===== config.mk =====
export PLATFORM = sky130hd
export DESIGN_NAME = crtcv_top
export DESIGN_NICKNAME = d
export VERILOG_FILES = /design/src/rtl/crtcv_pkg.sv /design/src/rtl/crtcv_top.sv
export SDC_FILE = /design/constraint.sdc
export NUM_CORES = 1
export LEC_CHECK = 0
export BUFFER_PORTS_ARGS = -buffer_cell sky130_fd_sc_hd__buf_2
export CELL_PAD_IN_SITES_DETAIL_PLACEMENT = 1
export CELL_PAD_IN_SITES_GLOBAL_PLACEMENT = 2
export CORE_ASPECT_RATIO = 0.75
export CORE_MARGIN = 1.5
export CORE_UTILIZATION = 38
export CTS_BUF_LIST = sky130_fd_sc_hd__clkbuf_4 sky130_fd_sc_hd__clkbuf_8
export DETAILED_ROUTE_END_ITERATION = 10
export HOLD_SLACK_MARGIN = 0.05
export PLACE_DENSITY = 0.92
export RECOVER_POWER = 25
export SYNTH_ARGS = -nofsm -noshare
export SYNTH_HDL_FRONTEND = slang
export SYNTH_SLANG_ARGS = --single-unit

===== constraint.sdc =====
create_clock -name mclk -period 3.55 [get_ports mclk]
set_input_delay 0.71 -clock mclk [delete_from_list [all_inputs] [get_ports mclk]]
set_output_delay 0.71 -clock mclk [all_outputs]
set_load 0.1 [all_outputs]

===== src/rtl/crtcv_pkg.sv =====
// Package: index map, reset values and carrier types of the CRT vertical and cursor block
package crtcv_pkg;

   // ------------------------------------------------------------
   // Register indices on the indexed data port
   // ------------------------------------------------------------
   localparam logic [7:0] IDX_CURSOR_END_SKEW = 8'h0b;
   localparam logic [7:0] IDX_SCREEN_START_HIGH = 8'h0c;
   localparam logic [7:0] IDX_SCREEN_START_LOW = 8'h0d;
   localparam logic [7:0] IDX_CURSOR_POSITION_HIGH = 8'h0e;
   localparam logic [7:0] IDX_CURSOR_POSITION_LOW = 8'h0f;
   localparam logic [7:0] IDX_VSYNC_START_LOW = 8'h10;
   localparam logic [7:0] IDX_VSYNC_END_CONTROL = 8'h11;
   localparam logic [7:0] IDX_ACTIVE_FRAME_END_LOW = 8'h12;
   localparam logic [7:0] IDX_ROW_PITCH_OFFSET = 8'h13;
   localparam logic [7:0] IDX_UNDERLINE_DWORD = 8'h14;
   localparam logic [7:0] IDX_VBLANK_START_LOW = 8'h15;
   localparam logic [7:0] IDX_VBLANK_END = 8'h16;

   // ------------------------------------------------------------
   // Field positions
   // ------------------------------------------------------------
   localparam int SKEW_LSB = 5;
   localparam int WPROT_BIT = 7;
   localparam int REFSEL_BIT = 6;
   localparam int IRQ_DIS_BIT = 5;
   localparam int IRQ_CLR_BIT = 4;
   localparam int DWORD_BIT = 6;
   localparam int CNT4_BIT = 5;

   // ------------------------------------------------------------
   // Reset values and counts
   // ------------------------------------------------------------
   localparam logic [7:0] REG_RESET = 8'h00;
   localparam logic [7:0] IDX_RESET = 8'h00;
   localparam logic [2:0] REFRESH_NORMAL = 3'h3;
   localparam logic [2:0] REFRESH_SLOW = 3'h5;
   localparam logic [1:0] CNT4_LAST = 2'h3;

   // ------------------------------------------------------------
   // Carrier types
   // ------------------------------------------------------------
   // Bits held in the overflow and maximum scan line registers elsewhere
   typedef struct packed {
      logic [1:0] vsync_start_hi;
      logic [1:0] frame_end_hi;
      logic [1:0] vblank_start_hi;
   } crtcv_overflow_t;

   // Bits of the extension lock address register used here
   typedef struct packed {
      logic       lock_vertical;
      logic [1:0] address_ext;
   } crtcv_extlock_t;

   // Raster position from the horizontal and row counters
   typedef struct packed {
      logic       line_start;
      logic       frame_start;
      logic       row_last;
      logic       hdisp;
      logic [9:0] scan_line;
      logic [4:0] row_scan;
   } crtcv_raster_t;

   typedef enum logic [2:0] {
      AM_BYTE = 3'b001,
      AM_WORD = 3'b010,
      AM_DWORD = 3'b100
   } crtcv_amode_t;

endpackage


===== src/rtl/crtcv_top.sv =====
// Module: cursor, start address, vertical compare and address counter of the CRT controller
//
// Function
// - Cursor delayed right by 0..3 character clocks from the skew field.
// - Cursor ends at the end row; none when end is below start.
// - Screen start address is 16 bits from high and low byte registers.
// - Two extension register bits widen the start address to 18 bits.
// - Legacy mode forces start high bits 7 and 6 to zero.
// - Cursor location 16 bits, extended to 18; legacy uses six high bits.
// - Vertical retrace start is ten bits, bits 8 and 9 from overflow.
// - Legacy reads of retrace start and end return light pen bits.
// - Write-protect bit guards indices 00..07 except the line compare bit.
// - Three refresh cycles per line, five when refresh select is set.
// - Retrace interrupt enable bit is active low.
// - Clear bit at zero resets interrupt flop; one re-arms it.
// - Vertical sync ends when low four line bits match end value.
// - Active frame ends at a ten-bit line value, high bits from overflow.
// - Next row start is current plus K times offset, K two or four.
// - Doubleword bit selects doubleword addressing, else byte or word.
// - Count-by-four clocks the address counter every fourth character clock.
// - Underline shown on the row given by the five-bit field.
// - Vertical blank starts at ten-bit value, bits from overflow and max scan.
// - Vertical blank ends at an eight-bit compare value.
// - Lock bit at one blocks writes to indices 10,11,12,15 and 16.
// - Cursor begins at the start row; none when start exceeds end.
`timescale 1ns/100ps
`default_nettype none

module crtcv_top
   import crtcv_pkg::*;
#(
   parameter int ADDR_W = 18
) (
   // Clock and reset
   input wire logic mclk,
   input wire logic resetn,
   // Indexed register port
   input wire logic index_we,
   input wire logic data_we,
   input wire logic [7:0] wdata,
   output logic [7:0] rdata,
   // Settings held in neighbouring registers
   input wire crtcv_overflow_t overflow,
   input wire crtcv_extlock_t extlock,
   input wire logic legacy_mode,
   input wire logic word_mode,
   input wire logic [4:0] cursor_start,
   input wire logic cursor_off,
   input wire logic [13:0] light_pen,
   // Raster position
   input wire crtcv_raster_t raster,
   // Display outputs
   output logic [ADDR_W-1:0] mem_addr,
   output logic cursor_out,
   output logic underline_out,
   output logic vsync_out,
   output logic vblank_out,
   output logic vdisp_en,
   output logic refresh_req,
   output logic vretrace_irq,
   output logic low_write_protect
);

   // ------------------------------------------------------------
   // Register file
   // ------------------------------------------------------------
   logic [7:0] index_q;
   logic [7:0] cur_end_q;
   logic [7:0] start_hi_q;
   logic [7:0] start_lo_q;
   logic [7:0] cur_hi_q;
   logic [7:0] cur_lo_q;
   logic [7:0] vs_start_q;
   logic [7:0] vs_end_q;
   logic [7:0] frame_end_q;
   logic [7:0] offset_q;
   logic [7:0] uline_q;
   logic [7:0] vb_start_q;
   logic [7:0] vb_end_q;
   logic [7:0] rdata_q;
   logic locked_idx;

   // Lock covers the vertical compare group only
   always_comb begin
      case (index_q)
         IDX_VSYNC_START_LOW, IDX_VSYNC_END_CONTROL, IDX_ACTIVE_FRAME_END_LOW,
         IDX_VBLANK_START_LOW, IDX_VBLANK_END: locked_idx = extlock.lock_vertical;
         default: locked_idx = 1'b0;
      endcase
   end

   always_ff @(posedge mclk) begin
      if (!resetn) begin
         index_q <= IDX_RESET;
      end else if (index_we) begin
         index_q <= wdata;
      end
   end

   always_ff @(posedge mclk) begin
      if (!resetn) begin
         cur_end_q <= REG_RESET;
         start_hi_q <= REG_RESET;
         start_lo_q <= REG_RESET;
         cur_hi_q <= REG_RESET;
         cur_lo_q <= REG_RESET;
         vs_start_q <= REG_RESET;
         vs_end_q <= REG_RESET;
         frame_end_q <= REG_RESET;
         offset_q <= REG_RESET;
         uline_q <= REG_RESET;
         vb_start_q <= REG_RESET;
         vb_end_q <= REG_RESET;
      end else if (data_we && !locked_idx) begin
         case (index_q)
            IDX_CURSOR_END_SKEW: cur_end_q <= wdata;
            IDX_SCREEN_START_HIGH: start_hi_q <= wdata;
            IDX_SCREEN_START_LOW: start_lo_q <= wdata;
            IDX_CURSOR_POSITION_HIGH: cur_hi_q <= wdata;
            IDX_CURSOR_POSITION_LOW: cur_lo_q <= wdata;
            IDX_VSYNC_START_LOW: vs_start_q <= wdata;
            IDX_VSYNC_END_CONTROL: vs_end_q <= wdata;
            IDX_ACTIVE_FRAME_END_LOW: frame_end_q <= wdata;
            IDX_ROW_PITCH_OFFSET: offset_q <= wdata;
            IDX_UNDERLINE_DWORD: uline_q <= wdata;
            IDX_VBLANK_START_LOW: vb_start_q <= wdata;
            IDX_VBLANK_END: vb_end_q <= wdata;
            default: ;
         endcase
      end
   end

   // Read data is registered; light pen replaces the retrace pair in legacy mode
   always_ff @(posedge mclk) begin
      if (!resetn) begin
         rdata_q <= REG_RESET;
      end else begin
         case (index_q)
            IDX_CURSOR_END_SKEW: rdata_q <= cur_end_q;
            IDX_SCREEN_START_HIGH: rdata_q <= start_hi_q;
            IDX_SCREEN_START_LOW: rdata_q <= start_lo_q;
            IDX_CURSOR_POSITION_HIGH: rdata_q <= cur_hi_q;
            IDX_CURSOR_POSITION_LOW: rdata_q <= cur_lo_q;
            IDX_VSYNC_START_LOW: rdata_q <= legacy_mode ? {2'h0, light_pen[13:8]} : vs_start_q;
            IDX_VSYNC_END_CONTROL: rdata_q <= legacy_mode ? light_pen[7:0] : vs_end_q;
            IDX_ACTIVE_FRAME_END_LOW: rdata_q <= frame_end_q;
            IDX_ROW_PITCH_OFFSET: rdata_q <= offset_q;
            IDX_UNDERLINE_DWORD: rdata_q <= uline_q;
            IDX_VBLANK_START_LOW: rdata_q <= vb_start_q;
            IDX_VBLANK_END: rdata_q <= vb_end_q;
            default: rdata_q <= REG_RESET;
         endcase
      end
   end

   assign rdata = rdata_q;
   // The guarded low registers live elsewhere; they honour this level
   assign low_write_protect = vs_end_q[WPROT_BIT];

   // ------------------------------------------------------------
   // Derived addresses and compare values
   // ------------------------------------------------------------
   logic [17:0] screen_start;
   logic [17:0] cursor_loc;
   logic [9:0] vs_start10;
   logic [9:0] frame_end10;
   logic [9:0] vb_start10;
   crtcv_amode_t amode;

   // Legacy mode drops the top two high-byte bits of both addresses
   function automatic logic [7:0] hi_eff(input logic [7:0] hi, input logic legacy);
      hi_eff = legacy ? {2'h0, hi[5:0]} : hi;
   endfunction

   assign screen_start = {extlock.address_ext, hi_eff(start_hi_q, legacy_mode), start_lo_q};
   assign cursor_loc = {extlock.address_ext, hi_eff(cur_hi_q, legacy_mode), cur_lo_q};
   assign vs_start10 = {overflow.vsync_start_hi, vs_start_q};
   assign frame_end10 = {overflow.frame_end_hi, frame_end_q};
   assign vb_start10 = {overflow.vblank_start_hi, vb_start_q};

   always_comb begin
      if (uline_q[DWORD_BIT]) begin
         amode = AM_DWORD;
      end else if (word_mode) begin
         amode = AM_WORD;
      end else begin
         amode = AM_BYTE;
      end
   end

   // ------------------------------------------------------------
   // Memory address counter
   // ------------------------------------------------------------
   logic [17:0] row_start_q;
   logic [17:0] ma_q;
   logic [1:0] div4_q;
   logic ma_tick;
   logic [17:0] row_step;

   // Pitch step in the linear counter space
   assign row_step = (amode == AM_BYTE) ? {9'h000, offset_q, 1'b0} : {8'h00, offset_q, 2'h0};
   assign ma_tick = uline_q[CNT4_BIT] ? (div4_q == CNT4_LAST) : 1'b1;

   always_ff @(posedge mclk) begin
      if (!resetn) begin
         div4_q <= 2'h0;
      end else if (raster.line_start) begin
         div4_q <= 2'h0;
      end else if (raster.hdisp) begin
         div4_q <= div4_q + 2'h1;
      end
   end

   always_ff @(posedge mclk) begin
      if (!resetn) begin
         row_start_q <= 18'h00000;
      end else if (raster.frame_start) begin
         row_start_q <= screen_start;
      end else if (raster.row_last) begin
         row_start_q <= row_start_q + row_step;
      end
   end

   always_ff @(posedge mclk) begin
      if (!resetn) begin
         ma_q <= 18'h00000;
      end else if (raster.line_start) begin
         ma_q <= raster.frame_start ? screen_start : row_start_q;
      end else if (raster.hdisp && ma_tick) begin
         ma_q <= ma_q + 18'h00001;
      end
   end

   // Rotate within the low 16 bits; upper extension bits pass straight through
   function automatic logic [17:0] addr_map(input logic [17:0] a, input crtcv_amode_t m);
      case (m)
         AM_WORD: addr_map = {a[17:16], a[14:0], a[15]};
         AM_DWORD: addr_map = {a[17:16], a[13:0], a[15:14]};
         default: addr_map = a;
      endcase
   endfunction

   always_ff @(posedge mclk) begin
      if (!resetn) begin
         mem_addr <= '0;
      end else begin
         mem_addr <= ADDR_W'(addr_map(ma_q, amode));
      end
   end

   // ------------------------------------------------------------
   // Cursor and underline
   // ------------------------------------------------------------
   logic cursor_raw;
   logic [2:0] skew_q;
   logic [1:0] skew_sel;

   assign cursor_raw = !cursor_off && raster.hdisp && (ma_q == cursor_loc)
      && (cursor_start <= cur_end_q[4:0])
      && (raster.row_scan >= cursor_start)
      && (raster.row_scan <= cur_end_q[4:0]);
   assign skew_sel = cur_end_q[SKEW_LSB+1:SKEW_LSB];

   always_ff @(posedge mclk) begin
      if (!resetn) begin
         skew_q <= 3'h0;
      end else begin
         skew_q <= {skew_q[1:0], cursor_raw};
      end
   end

   // Skew tap chosen from the delay line
   always_ff @(posedge mclk) begin
      if (!resetn) begin
         cursor_out <= 1'b0;
      end else begin
         case (skew_sel)
            2'h0: cursor_out <= cursor_raw;
            2'h1: cursor_out <= skew_q[0];
            2'h2: cursor_out <= skew_q[1];
            default: cursor_out <= skew_q[2];
         endcase
      end
   end

   always_ff @(posedge mclk) begin
      if (!resetn) begin
         underline_out <= 1'b0;
      end else begin
         underline_out <= raster.hdisp && (raster.row_scan == uline_q[4:0]);
      end
   end

   // ------------------------------------------------------------
   // Vertical sync, blank and display enable
   // ------------------------------------------------------------
   logic vs_begin;

   assign vs_begin = raster.line_start && (raster.scan_line == vs_start10) && !vsync_out;

   always_ff @(posedge mclk) begin
      if (!resetn) begin
         vsync_out <= 1'b0;
      end else if (vs_begin) begin
         vsync_out <= 1'b1;
      end else if (raster.line_start && raster.scan_line[3:0] == vs_end_q[3:0]) begin
         vsync_out <= 1'b0;
      end
   end

   always_ff @(posedge mclk) begin
      if (!resetn) begin
         vblank_out <= 1'b0;
      end else if (raster.line_start && raster.scan_line == vb_start10) begin
         vblank_out <= 1'b1;
      end else if (raster.line_start && raster.scan_line[7:0] == vb_end_q) begin
         vblank_out <= 1'b0;
      end
   end

   always_ff @(posedge mclk) begin
      if (!resetn) begin
         vdisp_en <= 1'b0;
      end else if (raster.line_start) begin
         vdisp_en <= (raster.scan_line <= frame_end10);
      end
   end

   // ------------------------------------------------------------
   // Retrace interrupt
   // ------------------------------------------------------------
   // While the clear bit is zero the flop is held reset and retrace is ignored
   always_ff @(posedge mclk) begin
      if (!resetn) begin
         vretrace_irq <= 1'b0;
      end else if (!vs_end_q[IRQ_CLR_BIT]) begin
         vretrace_irq <= 1'b0;
      end else if (vs_begin && !vs_end_q[IRQ_DIS_BIT]) begin
         vretrace_irq <= 1'b1;
      end
   end

   // ------------------------------------------------------------
   // Refresh burst
   // ------------------------------------------------------------
   logic [2:0] refresh_left_q;

   always_ff @(posedge mclk) begin
      if (!resetn) begin
         refresh_left_q <= 3'h0;
      end else if (raster.line_start) begin
         refresh_left_q <= vs_end_q[REFSEL_BIT] ? REFRESH_SLOW : REFRESH_NORMAL;
      end else if (refresh_left_q != 3'h0) begin
         refresh_left_q <= refresh_left_q - 3'h1;
      end
   end

   assign refresh_req = (refresh_left_q != 3'h0);

endmodule

`default_nettype wire


==> results.ini, run 1 <==
[run_status]
status = finished with violations
violations = design-rule violations

[global_routing]
grt_usage_pct = 25.4
grt.met1_usage_pct = 37.8
grt_pass1_wl_mm = 55.4
overflow = 0
use_met3_pct = 4.74
grt.busiest_layer = met2
grt_pass1_vias = 9258
grtUsageMet2_pct = 38.2
antenna_found_initial = 0
grt_max_degree = 171

[setup_path]
r2r_slack_ps = 710
rr_endpoint = row_start_q[11]
crit_top_cell = a21oi_1
critPathSlowestCell = fa_1
max_stage_delay_ps = 410
crit_family = compound AO/OA/AOI/OAI gates
worstPathArrival_ps = 3240
start_kind = primary input
r2r_cells = 12
path_cells = buf_2 -> nor2_1 -> buf_4 -> and2_1 -> ha_1 -> inv_1 -> fa_1 -> nand2b_1 -> a21oi_1 -> o2111ai_1 -> a21oi_1 -> xnor2_1 -> a32o_1
reg2reg_from = uline_q[6]
end_kind = register
cp.buffers_inverters = 3
criticalPathCategory = primary input to register
cp_max_fo = 9
required_ps = 3940

[sta]
relSlewSlack_pct = 17.3
min_period_ps = 2860
rsz0062_at_grt = no
tightestPinTransition_ps = 1240
setup_violations = 0
holdWs_ps = 457
finalSetupTns_ps = 0
layout_worst_path_cycle_share_pct = 80.4
finClkSkew_ps = 19.9
drv_slew = 0
hold_viol = 0
clock.fmax_ghz = 0.350
worst_slack_ps = 694

[yosys]
ys_ff_latch = 180
syn_area_sq_mm = 0.0104
synth_edf_count = 0
async_flop_share_pct = 0
yosys_warnings = 0
synthAdderAreaFrac_pct = 4.78
synth_area_leaders = dfxtp_1, mux2i_1, nand2_1
syn_nets = 1319
seq_area_frac_synth_pct = 34.7
synth_compound_area_share_pct = 16.8
synth.distinct_cells = 63
synth_top_area_cell = dfxtp_1
synth_top_cell_area_share_pct = 34.7
syn_area_per_cell_sq_um = 8.52
synthXorXnorAreaFrac_pct = 6.92
muxShareOfSynthArea_pct = 11.4
syn_inst = 1218
synth_ff_type = dfxtp_1
synth_top_family_by_area = simple AND/OR/NAND/NOR gates
synth-simple-area-share_pct = 20.6

[worst_hold_path]
worstHoldEndpoint = skew_q[2]
holdCritStartpoint = skew_q[1]
hp-class = register to register
min_path_cells = 1

[drt]
post_drt_via_cell_ratio = 5.78
vias = 9376
drt-total-wl_mm = 35.9
drt_iter0_markers = 778
wire_per_inst_um = 22.1
first_pass_iters = 8
drc = 3
ant_nets = 0

[cells_and_area]
instances_no_fill = 1623
antenna_cells = 0
syn_to_final_growth_pct = 11.2
layout.nets = 1360
drive_gt1_share_pct = 13.0

[clock_network]
cts.clk_slew.worst_paths_ps = 100
cts_resized = 0
cts_hold_buf = 0
clock_latency_ps = 490
htree_levels = 4
post_cts_buffers = 0
clockBufferDepth = 2
cts_buffers = 17
cts_root_buf = clkbuf_8
cts_tree = yes
cts.sinks = 180

[place]
place_ws_ps = 275
port_buffers = 95
dp.cells = 1591
gp_congestion = 0.914
place_hpwl_mm = 25.9

[power]
peakVddDrop_v = 0.000237
leakage_uw = 0.00443
p_per_area_mw_per_mm2 = 382

[die]
die-area_sq_mm = 0.0283
rows = 52
die_w_um = 194
pin_count = 96
start_util_pct = 38.5
core-area_sq_mm = 0.0269
die_y_um = 146

[job]
max_cap_violations = 0

worst max path at each step:
stage	from	to	slack [ps]	cells after the start
final	word_mode	row_start_q[11]	690	13
after global routing	uline_q[6]	row_start_q[11]	450	12
after CTS	word_mode	row_start_q[11]	720	13
after detailed placement	word_mode	row_start_q[11]	270	13
after global placement	word_mode	row_start_q[11]	350	13
after floorplan	word_mode	row_start_q[11]	230	12
Yosys cell counts, drive strengths merged, types with 4 or more instances:
| master | number |
|---|---|
| clkbuf | 69 |
| a22o | 7 |
| o211ai | 5 |
| and2 | 31 |
| o21a | 6 |
| a22oi | 14 |
| nand4 | 16 |
| o22ai | 4 |
| xnor2 | 49 |
| ha | 38 |
| mux2 | 14 |
| o211a | 9 |
| xor2 | 33 |
| buf | 25 |
| mux4 | 5 |
| nor4 | 7 |
| dfxtp | 180 |
| o21ai | 52 |
| a21oi | 46 |
| nor3 | 19 |
| and3 | 13 |
| nor2 | 35 |
| mux2i | 91 |
| o311a | 4 |
| a21boi | 62 |
| a31oi | 8 |
| nor2b | 59 |
| inv | 30 |
| nand2b | 9 |
| a221oi | 4 |
| nand2 | 159 |
| a21o | 5 |
| a32o | 4 |
| nand3 | 66 |
registers in the layout, summed over array words and instances, names as in the netlist, 8 cells and up:
name	cells
vs_start_q	8
vb_end_q	8
cur_end_q	8
vb_start_q	8
cur_hi_q	8
rdata	8
uline_q	8
mem_addr	18
offset_q	8
frame_end_q	8
cur_lo_q	8
row_start_q	18
start_lo_q	8
start_hi_q	8
ma_q	18
vs_end_q	8
index_q	8
kinds of logic (layout without fill, tap and decap cells):
group           after synthesis  after routing
mux                         110            110
flops                       180            180
compound gates              255            255
xor+xnor                     82             82
fa+ha+maj                    39             39
buf+inv                     125            179
simple gates                427            427
per-stage QoR:
| stage | util (%) | instance area, sq um | power, uW |
|---|---|---|---|
| floorplan | - | 10400 | 2540 |
| global placement | 41.2 | 11100 | 2720 |
| detailed placement | 41.2 | 11100 | 2730 |
| CTS | 42.9 | 11600 | 4410 |
| global route | 42.8 | 11500 | 4550 |
| finish | 42.8 | 11500 | 4400 |
placed cells by master, fill, tap and decap left out, types with 23 or more instances in the layout:
cell      instances
inv_1            30
xor2_1           33
buf_2            87
mux2i_1          91
ha_1             38
a21boi_1         23
xnor2_1          49
a21oi_1          46
nor2_1           33
nand3_1          66
nor2b_1          59
dfxtp_1         180
a21boi_0         39
nand2_1         159
o21ai_0          52
metal layers:
layer  wire, um  part of all wire [%]
met1      17700                    49
met2      15500                    43
met3       2400                   6.7
met4        360                   1.0
met5          0                     0
power by group:
part / internal [uW] / total, uW / switching [uW]
combinational: 194 / 578 / 384
clock: 866 / 1710 / 846
sequential: 2060 / 2110 / 55.3
total: 3120 / 4400 / 1280
cell type report:
cell class,count,area [sq um]
Fill cell,3226,15400
Sequential cell,180,3600
Tap cell,351,439
Clock buffer,18,248
Multi-Input combinational cell,913,6280
Inverter,31,116
Clock inverter,14,219
Timing Repair Buffer,116,632
Power figures use the tool's default switching activity.
==> run 2: changes to the inputs <==
--- a/config.mk
+++ b/config.mk
@@ -10,11 +10,11 @@
 export CELL_PAD_IN_SITES_GLOBAL_PLACEMENT = 2
 export CORE_ASPECT_RATIO = 0.75
 export CORE_MARGIN = 1.5
-export CORE_UTILIZATION = 38
+export CORE_UTILIZATION = 34
 export CTS_BUF_LIST = sky130_fd_sc_hd__clkbuf_4 sky130_fd_sc_hd__clkbuf_8
 export DETAILED_ROUTE_END_ITERATION = 10
 export HOLD_SLACK_MARGIN = 0.05
-export PLACE_DENSITY = 0.92
+export PLACE_DENSITY = 0.87
 export RECOVER_POWER = 25
 export SYNTH_ARGS = -nofsm -noshare
 export SYNTH_HDL_FRONTEND = slang
==> constraint.sdc (replaced) <==
create_clock -name mclk -period 2.4 [get_ports mclk]
set_input_delay 0.48 -clock mclk [delete_from_list [all_inputs] [get_ports mclk]]
set_output_delay 0.48 -clock mclk [all_outputs]
set_load 0.1 [all_outputs]
==> run 2 against run 1 <==
The flow finishes with violations (negative setup slack); global-route usage down 1.3 points; sequential share of layout area is 1.5 points lower; critical endpoint unchanged; critical path type is now register to register; wire length increased by 5.2%; count of clock-buffer cells in the layout rose by 1.
==> results.ini, run 2 (synthesis results as in run 1) <==
[run_status]
status = finished with violations
violations = negative setup slack

[power]
p_comb_share_pct = 14.9  ; +1.8 points
leakage_uw = 0.00468  ; +5.5%
peakVddDrop_v = 0.000285  ; +20%
pwr-share-clk_pct = 34.9  ; -4.0 points
p_per_area_mw_per_mm2 = 511  ; +34%
seq_power_share_pct = 50.3  ; +2.3 points
p_switching_uw = 1940  ; +51%
p_int_uw = 4260  ; +37%
p_sw_share_pct = 31.2  ; +2.0 points

[cells_and_area]
fill_cells = 3595  ; +11%
drive_gt1_share_pct = 18.7  ; +5.7 points
final_cell_area_sq_mm = 0.0121  ; +5.2%
layout.nets = 1406  ; +3.4%
antenna_cells = 0  ; unchanged
mostFrequentLayoutCells = dfxtp_1, nand2_1, buf_2
reg.largest.list = ma_q x18, mem_addr x18, row_start_q x18
final_common_cell = dfxtp_1
syn_to_final_growth_pct = 17.0
fin_util_pct = 40.4  ; -2.5 points

[global_routing]
antenna_found_initial = 2  ; +2
grt_pass1_vias = 9483  ; +2.4%
overflow = 0  ; unchanged
grt_pass1_wl_mm = 57.4  ; +3.5%
grt_usage_pct = 24.1  ; -1.3 points
grt_max_degree = 58  ; -66%

[clock_network]
cts_hold_buf = 0  ; unchanged
cts.sinks = 180  ; unchanged
cts.clk_slew.worst_paths_ps = 110  ; about the same
clock_latency_ps = 490  ; about the same
htree_levels = 4  ; unchanged
cts_root_buf = clkbuf_8
cts_buffers = 17  ; unchanged
cts_tree = yes
clockBufferDepth = 2  ; unchanged

[place]
place_ws_ps = -403  ; -678 ps
place_hpwl_mm = 28.0  ; +8.0%
port_buffers = 95  ; unchanged
gp_congestion = 0.920  ; +0.68%
place_area_sq_mm = 0.0116  ; +4.8%

[setup_path]
end_kind = register
criticalPathCategory = register to register
worstSetupStartpoint = uline_q[6]
required_ps = 2790  ; -1150 ps
rr_endpoint = row_start_q[11]
critPathSlowestCell = dfxtp_2
reg2reg_from = uline_q[6]
cp-endpoint = row_start_q[11]
start_kind = register
cp_max_fo = 5  ; -4
cp_num_cells = 10  ; -3
r2r_cells = 10  ; -2
crit_family = compound AO/OA/AOI/OAI gates
r2r_slack_ps = -100  ; -810 ps
max_stage_delay_ps = 350  ; -60 ps
cp.buffers_inverters = 1  ; -2
path_cells = nor2_4 -> buf_6 -> mux2_4 -> ha_4 -> o211ai_1 -> a21oi_4 -> o2111ai_4 -> a21oi_2 -> xnor2_1 -> a32o_1
worstPathArrival_ps = 2880  ; -360 ps

[die]
die_y_um = 154  ; +5.6%
pin_count = 96  ; unchanged
die_w_um = 205  ; +5.6%
rows = 55  ; +5.8%
core-area_sq_mm = 0.0301  ; +12%
die-area_sq_mm = 0.0316  ; +12%
start_util_pct = 34.5  ; -4.0 points

[sta]
drv_slew = 0  ; unchanged
hold_viol = 0  ; unchanged
tightestPinTransition_ps = 1450  ; +209 ps
worst_slack_ps = -96.8  ; -791 ps
rsz0062_at_grt = yes
finalSetupTns_ps = -249  ; -249 ps
finClkSkew_ps = 20.8  ; +0.889 ps
clock.fmax_ghz = 0.401
setup_violations = 5  ; +5
min_period_ps = 2500
holdWs_ps = 351  ; -106 ps
layout_worst_path_cycle_share_pct = 104
relSlewSlack_pct = 3.36  ; -14 points

[drt]
first_pass_iters = 5  ; -3
wl_met2_mm = 16.0  ; +3.3%
routed.top_layer = met5
vias = 9405  ; +0.31%
ant_nets = 0  ; unchanged
wire_per_inst_um = 22.0  ; -0.54%
post_drt_via_cell_ratio = 5.48  ; -5.2%
drc = 0  ; -3
drt-met1-wl_mm = 18.9  ; +6.9%
wl_met3_mm = 2.35  ; -2.1%
drt_iter0_markers = 796  ; +2.3%
drt-total-wl_mm = 37.8  ; +5.2%

[job]
max_cap_violations = 0  ; unchanged

[worst_hold_path]
hp-class = primary input to register

==> run 2: cell count changes in the layout (fill, tap and decap cells not counted), sizes merged <==
cell,previous run,this run
inv,35,36
clkbuf,27,23
clkinv,3,4
clkinvlp,2,3
buf,107,158
bufinv,5,1
==> run 2: power by group through the flow <==
stage	Clock, uW	Combinational [uW]	Sequential, uW
floorplan	0	518	3240
global placement	0	886	3180
detailed placement	0	903	3180
CTS	2210	911	3120
global route	2320	989	3130
finish	2160	921	3120
==> run 2: timing repair <==
item / CTS / global route
setup buffers: 3 / 3
endpoints found under the hold margin: 0 / 0
setup endpoints to repair: 6 / 13
gates cloned: 0 / 0
pin swaps: 4 / 29
gates resized for setup: 4 / 20
==> run 2: layer usage <==
layer,vias up,track usage [%]
li1,4438,-
met1,4665,35.1
met2,260,35.4
met3,40,5.56
met4,2,5.74
met5,-,0
==> run 2: through the flow <==
| step | cells | total power, uW |
|---|---|---|
| final | 1717 | 6200 |
| after floorplan | 1218 | 3760 |
| after global placement | 1679 | 4070 |
| after global routing | 1717 | 6440 |
| after detailed placement | 1679 | 4090 |
| after CTS | 1714 | 6240 |
==> run 2: worst min-delay path by stage <==
stage | end | startpoint | depth (start not counted)
global route | row_start_q[16] | extlock[0] | 3
finish | row_start_q[16] | extlock[0] | 3
detailed placement | skew_q[1] | skew_q[0] | 1
global placement | skew_q[2] | skew_q[1] | 1
floorplan | skew_q[1] | skew_q[0] | 1
CTS | div4_q[0] | raster[15] | 3
==> run 2: tightest hold or removal path, stage by stage <==
cell and delay [ps]:
buf_2 130, o21ai_0 100, a21oi_1 110
==> run 2: cell type report <==
cell class	count	area, sq um	share of cell area (%)
Multi-Input combinational cell	913	6500	53.6
Sequential cell	180	3600	29.7
Timing Repair Buffer	162	1030	8.47
Tap cell	399	499	4.11
Clock buffer	19	262	2.15
Clock inverter	13	123	1.01
Inverter	31	116	0.959
==> run 3: changes to the inputs <==
--- a/config.mk
+++ b/config.mk
@@ -5,12 +5,13 @@
 export SDC_FILE = /design/constraint.sdc
 export NUM_CORES = 1
 export LEC_CHECK = 0
+export ABC_AREA = 1
 export BUFFER_PORTS_ARGS = -buffer_cell sky130_fd_sc_hd__buf_2
 export CELL_PAD_IN_SITES_DETAIL_PLACEMENT = 1
 export CELL_PAD_IN_SITES_GLOBAL_PLACEMENT = 2
 export CORE_ASPECT_RATIO = 0.75
 export CORE_MARGIN = 1.5
-export CORE_UTILIZATION = 34
+export CORE_UTILIZATION = 30
 export CTS_BUF_LIST = sky130_fd_sc_hd__clkbuf_4 sky130_fd_sc_hd__clkbuf_8
 export DETAILED_ROUTE_END_ITERATION = 10
 export HOLD_SLACK_MARGIN = 0.05
==> run 3 against run 2 <==
Sequential share of layout area fell by 0.65 points; highest routed layer unchanged; critical path type unchanged; the flow now finishes without violations; total power fell by 1.1%; wire length rose by 12%; hold slack got worse by 110 ps; critical endpoint is now row_start_q[9]; first-iteration DRC count rose by 1.5%; count of clock-buffer cells in the layout rose by 2; final cell count rose by 36%.
==> results.ini, run 3 <==
[power]
peakVddDrop_v = 0.000451  ; +58%
p_per_area_mw_per_mm2 = 494  ; -3.2%
leakage_uw = 0.00632  ; +35%
power_uw = 6130  ; -1.1%

[die]
rows = 60  ; +9.1%
die_w_um = 223  ; +8.7%
start_util_pct = 30.4  ; -4.1 points
pin_count = 96  ; unchanged
die-area_sq_mm = 0.0373  ; +18%
core-area_sq_mm = 0.0357  ; +19%
die_y_um = 168  ; +8.7%

[clock_network]
cts.clk_slew.worst_paths_ps = 110  ; about the same
cts_root_buf = clkbuf_8
clockBufferDepth = 2  ; unchanged
clock_latency_ps = 520  ; +30 ps
cts_tree = yes
cts_hold_buf = 0  ; unchanged
cts_buffers = 17  ; unchanged
htree_levels = 4  ; unchanged
cts.sinks = 180  ; unchanged

[sta]
hold_viol = 0  ; unchanged
drv_slew = 0  ; unchanged
tightestPinTransition_ps = 854  ; -595 ps
finClkSkew_ps = 23.9  ; +3.12 ps
layout_worst_path_cycle_share_pct = 92.2  ; -12 points
rsz0062_at_grt = yes
relSlewSlack_pct = 43.1  ; +40 points
min_period_ps = 2210  ; -284 ps
clock.fmax_ghz = 0.452  ; +13%
setup_violations = 0  ; -5

[setup_path]
criticalPathCategory = register to register
r2r_cells = 13  ; +3
end_kind = register
required_ps = 2850  ; +60 ps
path_cells = nor2_4 -> buf_4 -> buf_6 -> o21ai_0 -> ha_1 -> a21oi_2 -> nor2_1 -> nor2_1 -> nand2_2 -> buf_4 -> a21oi_1 -> o21ai_0 -> a21oi_1
cp_max_fo = 13  ; +8
worstPathArrival_ps = 2660  ; -220 ps
start_kind = register
critPathSlowestCell = ha_1
max_stage_delay_ps = 360  ; about the same

[yosys]
synth.distinct_cells = 47  ; -25%
synth_ff_type = dfxtp_1
yosys_warnings = 0  ; unchanged
async_flop_share_pct = 0  ; unchanged
synth_common_cells = nand2_1, nor2_1, inv_1
synth_top_cell_area_share_pct = 33.2  ; -1.5 points
ys_ff_latch = 180  ; unchanged
syn_area_per_cell_sq_um = 6.15  ; -28%
yosysMostFrequentCell = nand2_1
synth_area_leaders = dfxtp_1, nand2_1, nor2_1
syn_area_sq_mm = 0.0108  ; +4.5%
synth_edf_count = 0  ; unchanged
seq_area_frac_synth_pct = 33.2  ; -1.5 points
synth_top_area_cell = dfxtp_1
syn_inst = 1763  ; +45%
syn_nets = 1864  ; +41%

[job]
max_cap_violations = 0  ; unchanged

[worst_hold_path]
min_path_cells = 2  ; -1
hp-class = primary input to register

[drt]
post_drt_via_cell_ratio = 5.01  ; -8.6%
drt_iter0_markers = 808  ; +1.5%
vias = 11700  ; +25%
drt-total-wl_mm = 42.2  ; +12%
routed.top_layer = met5
ant_nets = 0  ; unchanged
drt-met1-wl_mm = 21.2  ; +12%
drc = 0  ; unchanged
wire_per_inst_um = 18.0  ; -18%
first_pass_iters = 5  ; unchanged
wl_met3_mm = 2.47  ; +5.2%
wl_met2_mm = 17.9  ; +12%

[cells_and_area]
final_common_cell = nand2_1
layout.nets = 1962  ; +40%
drive_gt1_share_pct = 11.4  ; -7.3 points
reg.largest.list = ma_q x18, mem_addr x18, row_start_q x18
fill_cells = 4759  ; +32%
syn_to_final_growth_pct = 14.4
instances_no_fill = 2339  ; +36%
mostFrequentLayoutCells = nand2_1, nor2_1, inv_1

[place]
place_hpwl_mm = 32.7  ; +17%
dp.cells = 2302  ; +37%
port_buffers = 95  ; unchanged
gp_congestion = 0.907  ; -1.5%

[global_routing]
grt_max_degree = 81  ; +40%
grt_pass1_wl_mm = 65.3  ; +14%
overflow = 0  ; unchanged
antenna_found_initial = 1  ; -1
grt_pass1_vias = 11700  ; +23%
grt_usage_pct = 22.7  ; -1.4 points

[run_status]
status = finished, final reports clean

run 3: stage by stage:
stage	cell area, sq um	hold slack, ps	worst slack [ps]	util, %	TNS, ps
finish	12400	236	187	34.7	0
global placement	12000	417	-164	33.5	-551
CTS	12300	207	29.0	34.5	0
global route	12400	247	-0.840	34.7	-0.840
detailed placement	12000	425	-259	33.5	-1140
floorplan	10900	407	9.63	-	0
run 3: repair_timing:
| action | 4_1_cts | 5_1_grt |
|---|---|---|
| pin swaps | 0 | 9 |
| endpoints found under the setup margin | 2 | 10 |
| gates resized for setup | 1 | 19 |
| buffers inserted | 0 | 5 |
run 3: power breakdown:
group / switching (uW) / total [uW] / internal (uW)
logic: 703 / 952 / 250
clock network: 1250 / 2070 / 812
registers: 62.9 / 3120 / 3050
total: 2020 / 6130 / 4120
run 3: final timing paths:
check / startpoint / endpoint / slack [ps]
worst max-delay path: uline_q[6] / row_start_q[9] / 190
worst min-delay path: raster[1] / underline_out / 240
worst max register to register: uline_q[6] / row_start_q[9] / 190
worst min register to register: skew_q[1] / skew_q[2] / 430
run 3: cell type report:
class                   count  area (sq um)  area share (%)
repair buffers            137           805            6.48
clock inverters            10          72.6           0.585
inverters                 263           990            7.98
flip-flops and latches    180          3600            29.0
diodes                      1          2.50          0.0202
clock buffers              21           283            2.28
multi-input cells        1262          6070            48.9
well taps                 465           582            4.69
run 3: worst max-delay path: cells and delay by family, from the launching register on:
family,cells,cell delay [ps]
AOI/OAI and AO/OA,5,600
adders and majority gates,1,360
buffers and inverters,3,420
DFF,1,350
and+or+nand+nor,4,420
run 3: kinds of logic after synthesis:
family,after synthesis,synth area share [%]
muxes,1,0.0923
AOI/OAI and AO/OA,269,13.5
and+or+nand+nor,927,35.1
xor gates and xnor gates,26,2.10
DFF,180,33.2
buffers and inverters,321,11.4
adders and majority gates,39,4.57
run 3: metal layers:
metal	global-route usage, %	up-vias
li1	-	5721
met2	34.4	292
met4	5.18	2
met1	32.9	5661
met5	0	-
met3	4.47	40
